[src/pwr_pkg.sv]
// Package for the port three reference-compare wake block.
// Assumes a 12-bit linear register address and 8-bit register data.
package pwr_pkg;
   // Register addresses on the linear register bus
   localparam logic [11:0] ADDR_WAKE_STATUS = 12'hF0A;
   localparam logic [11:0] ADDR_PIN_SELECT  = 12'hF0E;
   localparam logic [11:0] ADDR_PORT_THREE  = 12'h003;

   // Field positions in the status and enable register, then field, select and bus widths
   localparam int IRQ_EN_BIT          = 4;
   localparam int PORT_THREE_STAT_LSB = 2;
   localparam int PORT_TWO_STAT_LSB   = 0;
   localparam int STAT_WIDTH          = 2;
   localparam int SEL_WIDTH           = 4;
   localparam int DATA_WIDTH          = 8;
   localparam int ADDR_WIDTH          = 12;

   // Reference status codes
   localparam logic [1:0] STAT_NONE  = 2'h0;
   localparam logic [1:0] STAT_READ  = 2'h1;
   localparam logic [1:0] STAT_WRITE = 2'h2;

   // Values after reset
   localparam logic [3:0] SEL_RESET  = 4'h0;
   localparam logic [3:0] REF_RESET  = 4'h0;
   localparam logic [7:0] DATA_RESET = 8'h00;
endpackage

[src/pwr_ref_if.sv]
// Interface between the wake top and its reference latch.
// Assumes a single clock domain shared by both ends.
`timescale 1ns/1ns
`default_nettype none
interface pwr_ref_if;
   logic       accRead;    // Port three data read this cycle
   logic       accWrite;   // Port three data write this cycle
   logic       armed;      // At least one pin selected
   logic [3:0] wrNibble;   // Written value, low nibble
   logic [3:0] pinNibble;  // Sampled pins
   logic       swWrite;    // Software writes the status field
   logic [1:0] swStatus;   // Value software writes
   logic [1:0] status;     // Reference status code
   logic [3:0] refBits;    // Latched reference

   modport latch (input accRead, accWrite, armed, wrNibble, pinNibble, swWrite, swStatus,
                  output status, refBits);
   modport user (output accRead, accWrite, armed, wrNibble, pinNibble, swWrite, swStatus,
                 input status, refBits);
endinterface
`default_nettype wire

[src/pwr_pin_compare.sv]
// One pin's wake compare: zero-level wake or mismatch against a reference.
// Assumes the pin is already synchronous to the clock.
`timescale 1ns/1ns
`default_nettype none
module pwr_pin_compare (
   input  wire logic pin,
   input  wire logic refBit,
   input  wire logic refActive,
   input  wire logic select,
   output logic      wakeEvent
);
   // Default wakes on a low level; a latched reference wakes on any difference
   always_comb begin
      wakeEvent = select & (refActive ? (pin ^ refBit) : ~pin);
   end
endmodule
`default_nettype wire

[src/pwr_ref_latch.sv]
// Reference latch and port three status field.
// Assumes accesses arrive as one-cycle strobes from the register decode.
`timescale 1ns/1ns
`default_nettype none
module pwr_ref_latch (
   input  wire logic clock,
   input  wire logic arst_n,
   pwr_ref_if.latch  ref_port
);
   // Reference follows the last data access once armed; hardware wins over software
   always_ff @(posedge clock or negedge arst_n) begin
      if (!arst_n) begin
         ref_port.refBits <= pwr_pkg::REF_RESET;
         ref_port.status  <= pwr_pkg::STAT_NONE;
      end else if (ref_port.accRead && ref_port.armed) begin
         ref_port.refBits <= ref_port.pinNibble;
         ref_port.status  <= pwr_pkg::STAT_READ;
      end else if (ref_port.accWrite && ref_port.armed) begin
         ref_port.refBits <= ref_port.wrNibble;
         ref_port.status  <= pwr_pkg::STAT_WRITE;
      end else if (ref_port.swWrite) begin
         ref_port.status  <= ref_port.swStatus;
      end
   end
endmodule
`default_nettype wire

[src/pwr_port_wake.sv]
// Top of the port three reference-compare wake block with its registers.
// Assumes a plain register port with one-cycle strobes and pins synchronous to clock.
`timescale 1ns/1ns
`default_nettype none
module pwr_port_wake (
   input  wire logic        clock,
   input  wire logic        arst_n,
   input  wire logic [11:0] regAddr,
   input  wire logic [7:0]  regWrData,
   input  wire logic        regWrite,
   input  wire logic        regRead,
   output logic      [7:0]  regRdData,
   input  wire logic [3:0]  portThreePins,
   input  wire logic        portThreeModeBit1,
   input  wire logic        portTwoReadSeen,
   input  wire logic        portTwoWriteSeen,
   input  wire logic        otherWake,
   output logic      [3:0]  portThreeOut,
   output logic             stopRecovery,
   output logic             interruptLineOne
);
   logic [3:0] pinSelect;
   logic       irqEnable;
   logic [1:0] portTwoStatus;
   logic [3:0] pinEvent;
   logic       anyWake;
   logic       hitStatus;
   logic       hitSelect;
   logic       hitPort;

   pwr_ref_if refBus ();

   // Address decode
   assign hitStatus = (regAddr == pwr_pkg::ADDR_WAKE_STATUS);
   assign hitSelect = (regAddr == pwr_pkg::ADDR_PIN_SELECT);
   assign hitPort   = (regAddr == pwr_pkg::ADDR_PORT_THREE);

   // Requests toward the reference latch
   assign refBus.accRead   = regRead & hitPort;
   assign refBus.accWrite  = regWrite & hitPort;
   assign refBus.armed     = |pinSelect;
   assign refBus.wrNibble  = regWrData[3:0];
   assign refBus.pinNibble = portThreePins;
   assign refBus.swWrite   = regWrite & hitStatus;
   assign refBus.swStatus  = regWrData[pwr_pkg::PORT_THREE_STAT_LSB +: pwr_pkg::STAT_WIDTH];

   pwr_ref_latch u_pwr_ref_latch (
      .clock    (clock),
      .arst_n   (arst_n),
      .ref_port (refBus.latch)
   );

   // Pin select; upper bits are not stored, so their written value does not matter
   // Only the async reset or a write of zero clears it: no stop-recovery reset path exists
   always_ff @(posedge clock or negedge arst_n) begin
      if (!arst_n) begin
         pinSelect <= pwr_pkg::SEL_RESET;
      end else if (regWrite && hitSelect) begin
         pinSelect <= regWrData[3:0];
      end
   end

   // Interrupt enable bit of the status register
   always_ff @(posedge clock or negedge arst_n) begin
      if (!arst_n) begin
         irqEnable <= 1'b0;
      end else if (regWrite && hitStatus) begin
         irqEnable <= regWrData[pwr_pkg::IRQ_EN_BIT];
      end
   end

   // Port two status; a seen access beats a software write in the same cycle
   always_ff @(posedge clock or negedge arst_n) begin
      if (!arst_n) begin
         portTwoStatus <= pwr_pkg::STAT_NONE;
      end else if (portTwoReadSeen) begin
         portTwoStatus <= pwr_pkg::STAT_READ;
      end else if (portTwoWriteSeen) begin
         portTwoStatus <= pwr_pkg::STAT_WRITE;
      end else if (regWrite && hitStatus) begin
         portTwoStatus <= regWrData[pwr_pkg::PORT_TWO_STAT_LSB +: pwr_pkg::STAT_WIDTH];
      end
   end

   // Port three output latch written by software
   always_ff @(posedge clock or negedge arst_n) begin
      if (!arst_n) begin
         portThreeOut <= pwr_pkg::REF_RESET;
      end else if (regWrite && hitPort) begin
         portThreeOut <= regWrData[3:0];
      end
   end

   // One compare per pin
   for (genvar n = 0; n < pwr_pkg::SEL_WIDTH; n++) begin : g_pin
      pwr_pin_compare u_pwr_pin_compare (
         .pin       (portThreePins[n]),
         .refBit    (refBus.refBits[n]),
         .refActive (refBus.status != pwr_pkg::STAT_NONE),
         .select    (pinSelect[n]),
         .wakeEvent (pinEvent[n])
      );
   end

   assign anyWake = (|pinEvent) | otherWake;

   // Wake level is registered so the output is glitch free
   always_ff @(posedge clock or negedge arst_n) begin
      if (!arst_n) begin
         stopRecovery <= 1'b0;
      end else begin
         stopRecovery <= anyWake;
      end
   end

   // Interrupt follows wake only while one of the two enables is set
   always_ff @(posedge clock or negedge arst_n) begin
      if (!arst_n) begin
         interruptLineOne <= 1'b0;
      end else begin
         interruptLineOne <= anyWake & (irqEnable | portThreeModeBit1);
      end
   end

   // Read data one cycle after the strobe; select reads as zero, unmapped reads as zero
   always_ff @(posedge clock or negedge arst_n) begin
      if (!arst_n) begin
         regRdData <= pwr_pkg::DATA_RESET;
      end else if (regRead && hitStatus) begin
         regRdData <= {3'h0, irqEnable, refBus.status, portTwoStatus};
      end else if (regRead && hitPort) begin
         regRdData <= {4'h0, portThreePins};
      end else begin
         regRdData <= pwr_pkg::DATA_RESET;
      end
   end
endmodule
`default_nettype wire

[config.mk]
export PLATFORM = sky130hd
export DESIGN_NAME = pwr_port_wake
export DESIGN_NICKNAME = d
export VERILOG_FILES = /design/src/pwr_pkg.sv /design/src/pwr_ref_if.sv /design/src/pwr_pin_compare.sv /design/src/pwr_ref_latch.sv /design/src/pwr_port_wake.sv
export SDC_FILE = /design/constraint.sdc
export NUM_CORES = 1
export LEC_CHECK = 0
export BUFFER_PORTS_ARGS = -buffer_cell sky130_fd_sc_hd__buf_2
export CAP_MARGIN = 10
export CORE_ASPECT_RATIO = 1.2
export CORE_MARGIN = 2
export CORE_UTILIZATION = 50
export CTS_BUF_LIST = sky130_fd_sc_hd__clkbuf_8
export DETAILED_ROUTE_END_ITERATION = 8
export PLACE_DENSITY = 0.81
export SLEW_MARGIN = 20
export SYNTH_ARGS = -nofsm -noshare
export SYNTH_HDL_FRONTEND = slang
export SYNTH_SLANG_ARGS = --single-unit
[constraint.sdc]
create_clock -name clock -period 3.06 [get_ports clock]
set_input_delay 0.612 -clock clock [delete_from_list [all_inputs] [get_ports clock]]
set_output_delay 0.612 -clock clock [all_outputs]
set_load 0.02 [all_outputs]
## Yosys cells after proc, flatten, opt, wreduce, memory -nomap -nowiden

Cells that the tools add are included.

- Register bits after elaboration: 27
- Bits in latches: 0
- RAM bits: 0
- Bits in read-only memories: 0
- Input bits: 32
- Output and inout port bits: 14
- Word-level logic and storage cells: 57
- Memories kept: 0

- $add $sub $neg: 0
- $mul: 0
- Div/mod/pow operators: 0
- Order comparisons: 0
- Equality and inequality tests: 3
- Shifts and indexed selects: 0
- Mux-type cells: 14
- Bitwise operators: 18
- Reduce and logical (&&, ||, !) cells: 13

Operators by type and width:

| kind | number |
|---|---|
| == test 12 bit, second input constant | 2 |
| == test 12 x 2 -> 1 bit, second input constant | 1 |
| 2-to-1 mux 2 bit | 6 |
| 2-to-1 mux 4 bit | 3 |
| bitwise AND 1 bit | 8 |
| OR reduction 4 bit | 2 |
| logical AND 1 bit | 7 |
| nonzero test 3 bit | 2 |
| 2-to-1 mux 5 bit | 1 |
| 2-to-1 mux 1 bit | 4 |
| inverter 1 bit | 4 |
| nonzero test 2 bit | 2 |
| XOR 1 bit | 4 |
| OR 1 bit | 2 |

## Depth between registers and ports, before layout

Gate-level depths: netlist of run 1.

- Word-level depth: 6
- Gate-level depth with buffers: 5
- Gate-level depth less buffers: 4

## Cells and area by module

Synthesis of run 1 repeated with hierarchy kept, for this count alone.

- Cell total of the unflattened synthesis: 114
- Area total of the unflattened synthesis: 1,303.8 sq um

By module, submodules not included:

| module | times used | cells each | area each (sq um) | seq. area each (sq um) |
|---|---|---|---|---|
| pwr_port_wake | 1 | 68 | 862.1 | 450.4 |
| pwr_ref_latch | 1 | 30 | 331.6 | 150.1 |
| pwr_pin_compare | 4 | 4 | 27.5 | 0.0 |

## Worst setup path before layout of run 1

Ideal clock, no wire load.

- Path type: input -> register
- Start: input port regAddr[11]
- End: register u_pwr_ref_latch.ref_port.refBits[0]
- Setup time: 0.122 ns
- Data arrival time: 2.002 ns
- Required time: 2.938 ns
- Path slack: 0.937 ns
- Stages on the path: 4
- Path buffers: 0
- Path through: or4b_1 > nor4_4 > mux2i_1 > nand2_1

- Word-level cells in the longest chain between the ends: 4
- Elaborated cells between the ends (all ways): 7
- Classes of those cells: eq/ne (1); mux (1); bitwise (2); reduce/logical (3)

Ends and longest elaborated chain:

| what | RTL line | RTL |
|---|---|---|
| from (decl) | pwr_port_wake.sv:8 | `input wire logic [11:0] regAddr,` |
| == test 12 x 2 -> 1 bit (*) | pwr_port_wake.sv:36 | `assign hitPort = (regAddr == pwr_pkg::ADDR_PORT_THREE);` |
| bitwise AND 1 bit, on equally long branches | pwr_port_wake.sv:39, pwr_port_wake.sv:40 |  |
| logical AND 1 bit, on equally long branches | pwr_ref_latch.sv:15, pwr_ref_latch.sv:18 |  |
| 2-to-1 mux 4 bit / nonzero test 2 bit (equally long branches) | n/a |  |
| to (signal assigned) | pwr_ref_latch.sv:13 | `ref_port.refBits <= pwr_pkg::REF_RESET;` |
| to (signal assigned) | pwr_ref_latch.sv:16 | `ref_port.refBits <= ref_port.pinNibble;` |
| to (signal assigned) | pwr_ref_latch.sv:19 | `ref_port.refBits <= ref_port.wrNibble;` |
| to (decl) | pwr_ref_if.sv:17 | `output status, refBits);` |

Mark *: on every way between the ends. The rest lies on a longest branch, timed or not.
A chain may end at the register's enable or synchronous reset.

## Worst setup path in the final report of run 1

- Start: input port regAddr[11]
- End: register u_pwr_ref_latch.ref_port.refBits[2]

The elaborated chain is that of the path after synthesis.

==> results.md, run 1 <==
Clock tree:
- TritonCTS built the clock tree.
- Buffers added to address setup during post-CTS repair amount to 0.
- In this run the deepest clock path goes through 2 buffers.
- The number of buffers inserted by hold repair at cts is 0.
- The clock transition at the register clock pins on the worst setup and hold paths after CTS is 0.08 ns.
- The number of sinks handled by clock tree synthesis is 24.
- The post-cts sizing count is 0.
- The total clock buffers created by CTS is 3.
- The source-to-sink clock delay at the later pin of the worst-skew pair is about 0.27 ns.
- The CTS H-tree depth is 1.
- The clock root buffer is clkbuf_8.

Die:
- For this design the top-level I/O count stands at 46.
- The die height is 58.3 µm.
- The chip width is roughly 49 µm.
- The die outline area is roughly 2900 µm².
- For this configuration, the core starts out at a cell density of 0.532.
- Row generation in the floorplan step produced 19 rows.
- The total area inside the core boundary comes to 2310 µm².

Global route:
- Entering global routing, the biggest net connects 25 pins.
- The via count of the first global-routing pass came to ~1,000.
- For this run, the total global-route usage over all layers was measured as 0.212.
- The initial antenna violation count was 0.
- The global-route wire length before repair is ~4600 µm.
- The total congestion overflow is 0.

Setup path:
- In this design, the stage delay of the slowest critical-path cell is 0.63 ns.
- The kind of launch point of the worst setup path is an input port.
- The classification of the worst setup path is input port to flip-flop.
- In this run the worst setup path begins at regAddr[11].
- The data arrival time of the worst path is ~2.3 ns.
- The cell with the largest stage delay on the worst path is or4b_1.
- The critical path endpoint category is a flip-flop.
- Measured in cells, the most critical reg-to-reg path has a length of 4.
- The critical path goes through buf_2 -> or4b_1 -> nor4_4 -> mux2i_1 -> nand2_1.
- The worst reg2reg path startpoint is pinSelect[0].
- Of all nets on the critical path, the largest fanout is 10.
- For the worst setup path, the data required time is 3.22 ns.

Synth:
- Dividing the synthesized area by the synthesized cell count gives between 10 and 15 µm².
- The share of the synthesized area in compound gates (AO/OA/AOI/OAI) is 0.129.
- Of the total synthesized cell area, the portion taken by XOR and XNOR cells is 0.00714.
- The number of synthesized register bits is 24.
- The number of flops mapped to enable cells by yosys is 0.
- The proportion of synthesized flip-flops having asynchronous set or reset is 1.00.
- The number of warnings issued by yosys is 0.
- Counting every instance in the synthesized netlist gives about 110.
- Among all flip-flop cells after synthesis, the most frequent one is dfrtp_1.
- The simple-gate share of the synthesized area is 0.226.
- The share of the yosys chip area belonging to registers is 0.489.
- By area, the combinational part of the netlist is dominated by simple AND/OR/NAND/NOR gates.
- Measured against the total synthesized area, the mux share comes to 0.114.
- The post-synthesis share of cell area spent on full adders, half adders and majority gates is 0.
- The synthesized netlist contains 35 unique library cells.
- The mapped cell area is roughly 1200 µm².

Timing:
- For the pin with the worst max-slew slack, the measured transition is a little under 0.7 ns.
- The final hold violation count is 0.
- The worst hold margin is roughly 0.3 ns.
- The peak clock frequency supported by timing is roughly 470 MHz.
- The number of max-slew violations in the final report is 0.
- Setup repair after global routing left no endpoint under its margin.
- For the final routed database, the setup TNS stands at 0 ns.
- The worst path needs between 2 and 2.5 ns of the cycle, external delays included.
- The post-route fraction of the period consumed by the critical path is 0.693.
- The worst clock skew on the final layout is between 0.003 and 0.004 ns.
- The worst slew margin relative to its limit is 0.533.
- Setup violations remaining at the end of the flow were counted as 0.

Finish:
- The multi-input logic area is 597 µm².
- Leaving out fill and tap cells, the most frequent cell in the layout is buf_2.
- Leaving out fill and tap cells, the most frequent cells in the layout are buf_2, dfrtp_1, nand2_1.
- In the final design database the tool counted about 190 nets.
- In the final layout, the share of cells above drive strength 1 is 0.355.
- The antenna diode count is 0.
- The number of inserted filler cells in the final layout is 207.
- The sequential cells in the finished layout cover a total of roughly 600 µm².
- The growth of design area from synthesis to finish is 22.0%.

Pwr:
- The proportion of power drawn by combinational gates is 0.129.
- The maximum vdd drop is 0.356 mV.
- The share of total power dissipated in sequential elements is 0.536.
- The share of total power in the clock network is 0.334.
- The static leakage is between 0.0007 and 0.0008 µW.
- The total power divided by cell area is 434 nW/µm².
- For this design the total switching power over the nets is roughly 160 µW.
- The fraction of power spent switching nets is 0.252.
- The internal power consumption is between 400 and 500 µW.

Detailed routing:
- The per-cell via count in the routed design is approximately 5.7.
- The count of nets left with antenna violations once routing finished came out at 0.
- The number of DRC markers after the initial detailed-route iteration is 22.
- The total number of vias is ~1,000.
- The detailed-route DRC error count is 0.
- Wires add up to 2730 µm.
- The number of detailed-route iterations in the first pass is 4.
- After detailed routing, the average wire length per cell comes to between 10 and 15 µm.

Place:
- The placed wire-length estimate is around 2100 µm.
- Routability-driven placement finished with a final weighted congestion of a little over 0.8.
- The number of buffers inserted by port buffering is 39.

Hold path:
- The type of the most critical hold path is input port to async pin.

Outcome:
- The run finished with clean final reports.

Run:
- Across the run, the number of max-cap violations was 0.
layer usage:
layer  vias to the layer above  routed length [µm]  GRT usage
met2                        34                1440      0.382
met3                         5                 132     0.0309
met4                         0                  45     0.0898
met5                         -                   0          0
met1                       502                1120      0.252
li1                        500                   -          -
cell families (layout without fill, tap and decap cells):
logic type      Yosys count  in the layout
simple gates             44             44
flops                    24             24
compound gates           21             21
mux                      13             13
buf+inv                   7             46
other cells               1              3
xor+xnor                  1              1
metrics by stage:
step                cells  instance area [µm²]  setup WS (ns)  power (µW)   util
global route          183                 1500          0.868         679  0.649
detailed placement    179                 1440          0.674         438  0.626
CTS                   183                 1500          0.966         653  0.649
finish                183                 1500          0.941         650  0.649
floorplan             113                 1230          0.937         398      -
global placement      179                 1440          0.727         434  0.626
state kept, by name (all words and copies together) (netlist names):
register / cells
portTwoStatus: 2
u_pwr_ref_latch.ref_port.refBits: 4
irqEnable: 1
regRdData: 5
portThreeOut: 4
pinSelect: 4
interruptLineOne: 1
u_pwr_ref_latch.ref_port.status: 2
stopRecovery: 1
path summary, 6_finish.rpt:
check	to	slack [ns]
min	regRdData[3]	0.30
max reg2reg	u_pwr_ref_latch.ref_port.status[0]	1.45
max	u_pwr_ref_latch.ref_port.refBits[2]	0.94
min in group clock	portTwoStatus[1]	0.50
max in group asynchronous	portThreeOut[0]	2.42
min reg2reg	portThreeOut[1]	0.52
worst max-delay path: cells and delay by family:
family / cells / cell delay (ns)
multiplexers: 1 / 0.27
buffers and inverters: 1 / 0.10
AND/OR/NAND/NOR: 3 / 1.30
cell usage after synthesis (4+ instances only):
library cell   n  share of area
and2_1         5          0.025
mux2i_1        5          0.041
dfrtp_1       24           0.49
nor4_1         4          0.020
a22o_1         4          0.029
nand2_1       12          0.037
mux2_2         8          0.073
a32oi_1        5          0.036
power groups by stage:
| stage | Combinational (µW) | Clock [µW] | Sequential [µW] |
|---|---|---|---|
| 6_report | 84.1 | 217 | 349 |
| 5_1_grt | 95.1 | 233 | 352 |
| 4_1_cts | 84.8 | 220 | 348 |
| 3_5_place_dp | 84.1 | 0 | 354 |
| 3_3_place_gp | 81.2 | 0 | 353 |
| 2_1_floorplan | 45.9 | 0 | 352 |
layout make-up:
| class | count | area share |
|---|---|---|
| Clock buffer | 4 | 0.0368 |
| Inverter | 3 | 0.00752 |
| Multi-Input combinational cell | 82 | 0.398 |
| Sequential cell | 24 | 0.401 |
| Tap cell | 31 | 0.0259 |
| Timing Repair Buffer | 39 | 0.130 |
No activity file was read; power rests on OpenSTA's default activity.
==> run 2: changes to the inputs <==
Clock period 3.06 ns to 2.1 ns, I/O delays scaled along.
==> results.md, run 2 (synthesis results as in run 1) <==
Finish:
- The count of nets after finishing is 189 (was 185).
- The flip-flop and latch area came to 601 µm² (unchanged).
- The ratio of cells with drive above 1 in the final layout is 0.372 (was 0.355).
- The most common library cell in the layout ignoring fill and taps is buf_2 (unchanged).
- The growth of design area from synthesis to finish is 25.8% (was 22.0%).
- The most flop-heavy register was regRdData (unchanged).
- The antenna diode count is 0 (unchanged).
- The multi-input logic area is 597 µm² (unchanged).
- Most used cells in the layout excluding fill and tap cells: buf_2, dfrtp_1, nand2_1 (unchanged).
- The number of flip-flops under the largest register name is 5 (unchanged).
- The number of inserted filler cells in the final layout is 189 (was 207).
- The cell area after layout is 1540 µm² (was 1500 µm²).

Setup path:
- List of cells traversed by the critical path: buf_2 -> or4b_1 -> nor4_4 -> buf_4 -> mux2i_1 -> nand2_1 (was buf_2 -> or4b_1 -> nor4_4 -> mux2i_1 -> nand2_1).
- The classification of the worst setup path is input port to flip-flop (unchanged).
- The data arrival time of the worst path is 1.92 ns (was 2.28 ns).
- The register-to-register setup slack is 0.55 ns (was 1.45 ns).
- The cell with the largest stage delay on the worst path is or4b_1 (unchanged).
- The kind of launch point of the worst setup path is an input port (unchanged).
- The delay of the slowest cell on the worst path is 0.63 ns (about the same).
- The critical path endpoint category is a flip-flop (unchanged).
- The critical-path maximum fanout is 10 (unchanged).
- The required time reported for the critical path endpoint was 2.26 ns (was 3.22 ns).

Global route:
- The combined global-route utilization of all metal layers came to 0.224 (was 0.212).
- The global-route wire length before repair is 4970 µm (was 4620 µm).
- The total congestion overflow is 0 (unchanged).
- The via count of the first global-routing pass is 1,125 (was 1,021).
- The initial antenna violation count came to 0 (unchanged).
- The largest net degree at the start of global routing is 25 (unchanged).

Die:
- The number of core rows is 19 (unchanged).
- The die height was 58.3 µm (unchanged).
- The core footprint is 2310 µm² (unchanged).
- The total I/O pin count is 46 (unchanged).
- The chip width is 49.2 µm (unchanged).
- The die outline area came to 2870 µm² (unchanged).
- The starting utilization of the core area is 0.532 (unchanged).

Clock tree:
- The source-to-sink clock delay at the later pin of the worst-skew pair is 0.27 ns (about the same).
- The total clock buffers created by CTS is 3 (unchanged).
- The number of sinks handled by clock tree synthesis is 24 (unchanged).
- The clock transition at the register clock pins on the worst setup and hold paths after CTS was 0.09 ns (was 0.08 ns).
- The number of buffers inserted by hold repair at cts is 0 (unchanged).
- The clock tree from TritonCTS was built (unchanged).
- The CTS H-tree depth came to 1 (unchanged).
- The post-cts sizing count is 0 (unchanged).
- The maximum count of clock buffers along a single path came to 2 (unchanged).
- The number of setup buffers added after CTS was 0 (unchanged).
- The clock root buffer is clkbuf_8 (unchanged).

Timing:
- Of the available clock period, the critical path in the final layout requires 0.839.
- The final hold violation count is 0 (unchanged).
- The worst clock skew on the final layout was 0.0106 ns (was 0.00338 ns).
- The actual slew at the worst max-slew pin is 0.514 ns (was 0.693 ns).
- The worst-case setup margin in the final layout is 0.339 ns (was 0.941 ns).
- The number of max-slew violations in the final report is 0 (unchanged).
- The accumulated negative setup slack is 0 ns (unchanged).
- The worst slew margin relative to its limit was 0.657 (was 0.533).
- The number of failing setup endpoints in the final timing report came to 0 (unchanged).
- Unrepaired setup endpoints after global routing: false (unchanged).
- Subtracting the final worst setup slack from the clock period gives approximately 1.8 ns.
- Derived from the worst setup path, the maximum achievable clock frequency is approximately 570 MHz.

Detailed routing:
- The average wire length per cell after detail routing is 15.3 µm (was 14.9 µm).
- The final antenna-violating net count was 0 (unchanged).
- The per-cell via count in the routed design is 5.90 (was 5.69).
- The number of DRC markers after the initial detailed-route iteration is 30 (was 22).
- The routed wire length is 2870 µm (was 2730 µm).
- The total number of vias is 1,103 (was 1,041).
- The number of detailed-route iterations in the first pass is 4 (unchanged).
- The detailed-route DRC error count was 0 (unchanged).

Pwr:
- The maximum vdd drop is 0.602 mV (was 0.356 mV).
- The static leakage is 0.000774 µW (was 0.000747 µW).
- The total power divided by cell area is 673 nW/µm² (was 434 nW/µm²).

Place:
- The worst setup slack before clock tree synthesis is 0.0595 ns (was 0.674 ns).
- The placed wire-length estimate is 2180 µm (was 2120 µm).
- The number of buffers inserted by port buffering came to 39 (unchanged).
- The routability-driven placement congestion ratio is 0.821 (was 0.828).
- The total cell area at the placement stage is 1470 µm² (was 1440 µm²).

Outcome:
- Outcome: finished clean (unchanged).

Hold path:
- The type of the most critical hold path is input port to async pin (unchanged).

Run:
- The number of max-cap violations is 0 (unchanged).
run 2: cell count changes in the layout (fill, tap and decap cells not counted):
cell / previous run / this run
buf_4: 0 / 4
clkbuf_8: 4 / 3
bufinv_16: 0 / 1
run 2: where the power goes:
group          switching, µW  total (µW)  internal [µW]
clock                    148         402            255
sequential              23.4         510            486
combinational           72.4         127           54.6
run 2: through the flow:
stage                     total power, µW  std cells  utilization  hold slack [ns]
after detailed placement              641        183        0.639            0.415
final                                1040        187        0.670            0.112
after global routing                 1080        187        0.670            0.147
after CTS                            1040        187        0.670            0.130
after floorplan                       580        113            -            0.124
after global placement                633        183        0.639            0.413
run 2: worst paths after layout:
kind                                  from                                   to  cells past startpoint
max reg2reg                   pinSelect[0]  u_pwr_ref_latch.ref_port.refBits[2]                      6
min reg2reg                portThreeOut[3]                      portThreeOut[3]                      1
max                            regAddr[11]  u_pwr_ref_latch.ref_port.refBits[2]                      6
max in group asynchronous           arst_n                      portThreeOut[3]                      1
min in group clock         portTwoReadSeen                     portTwoStatus[1]                      2
min                                 arst_n                         regRdData[2]                      1
run 2: routing by layer:
metal	wire length [µm]	vias to the layer above	global-route usage	part of all wire
met5	0	-	0	0
met4	71	0	0.110	0.025
met3	186	11	0.0412	0.065
met2	1510	51	0.405	0.53
met1	1100	533	0.252	0.38
li1	-	508	-	-
run 2: area by class of cell:
cell class | count | share of cell area
Clock inverter | 1 | 0.0194
Inverter | 3 | 0.00729
Timing Repair Buffer | 43 | 0.146
Sequential cell | 24 | 0.389
Tap cell | 31 | 0.0251
Clock buffer | 3 | 0.0267
Multi-Input combinational cell | 82 | 0.387
run 2: worst max-delay path, delay by kind of cell:
kind	cells	cell delay (ns)
buf+inv	2	0.32
mux	1	0.22
simple gates	3	0.95
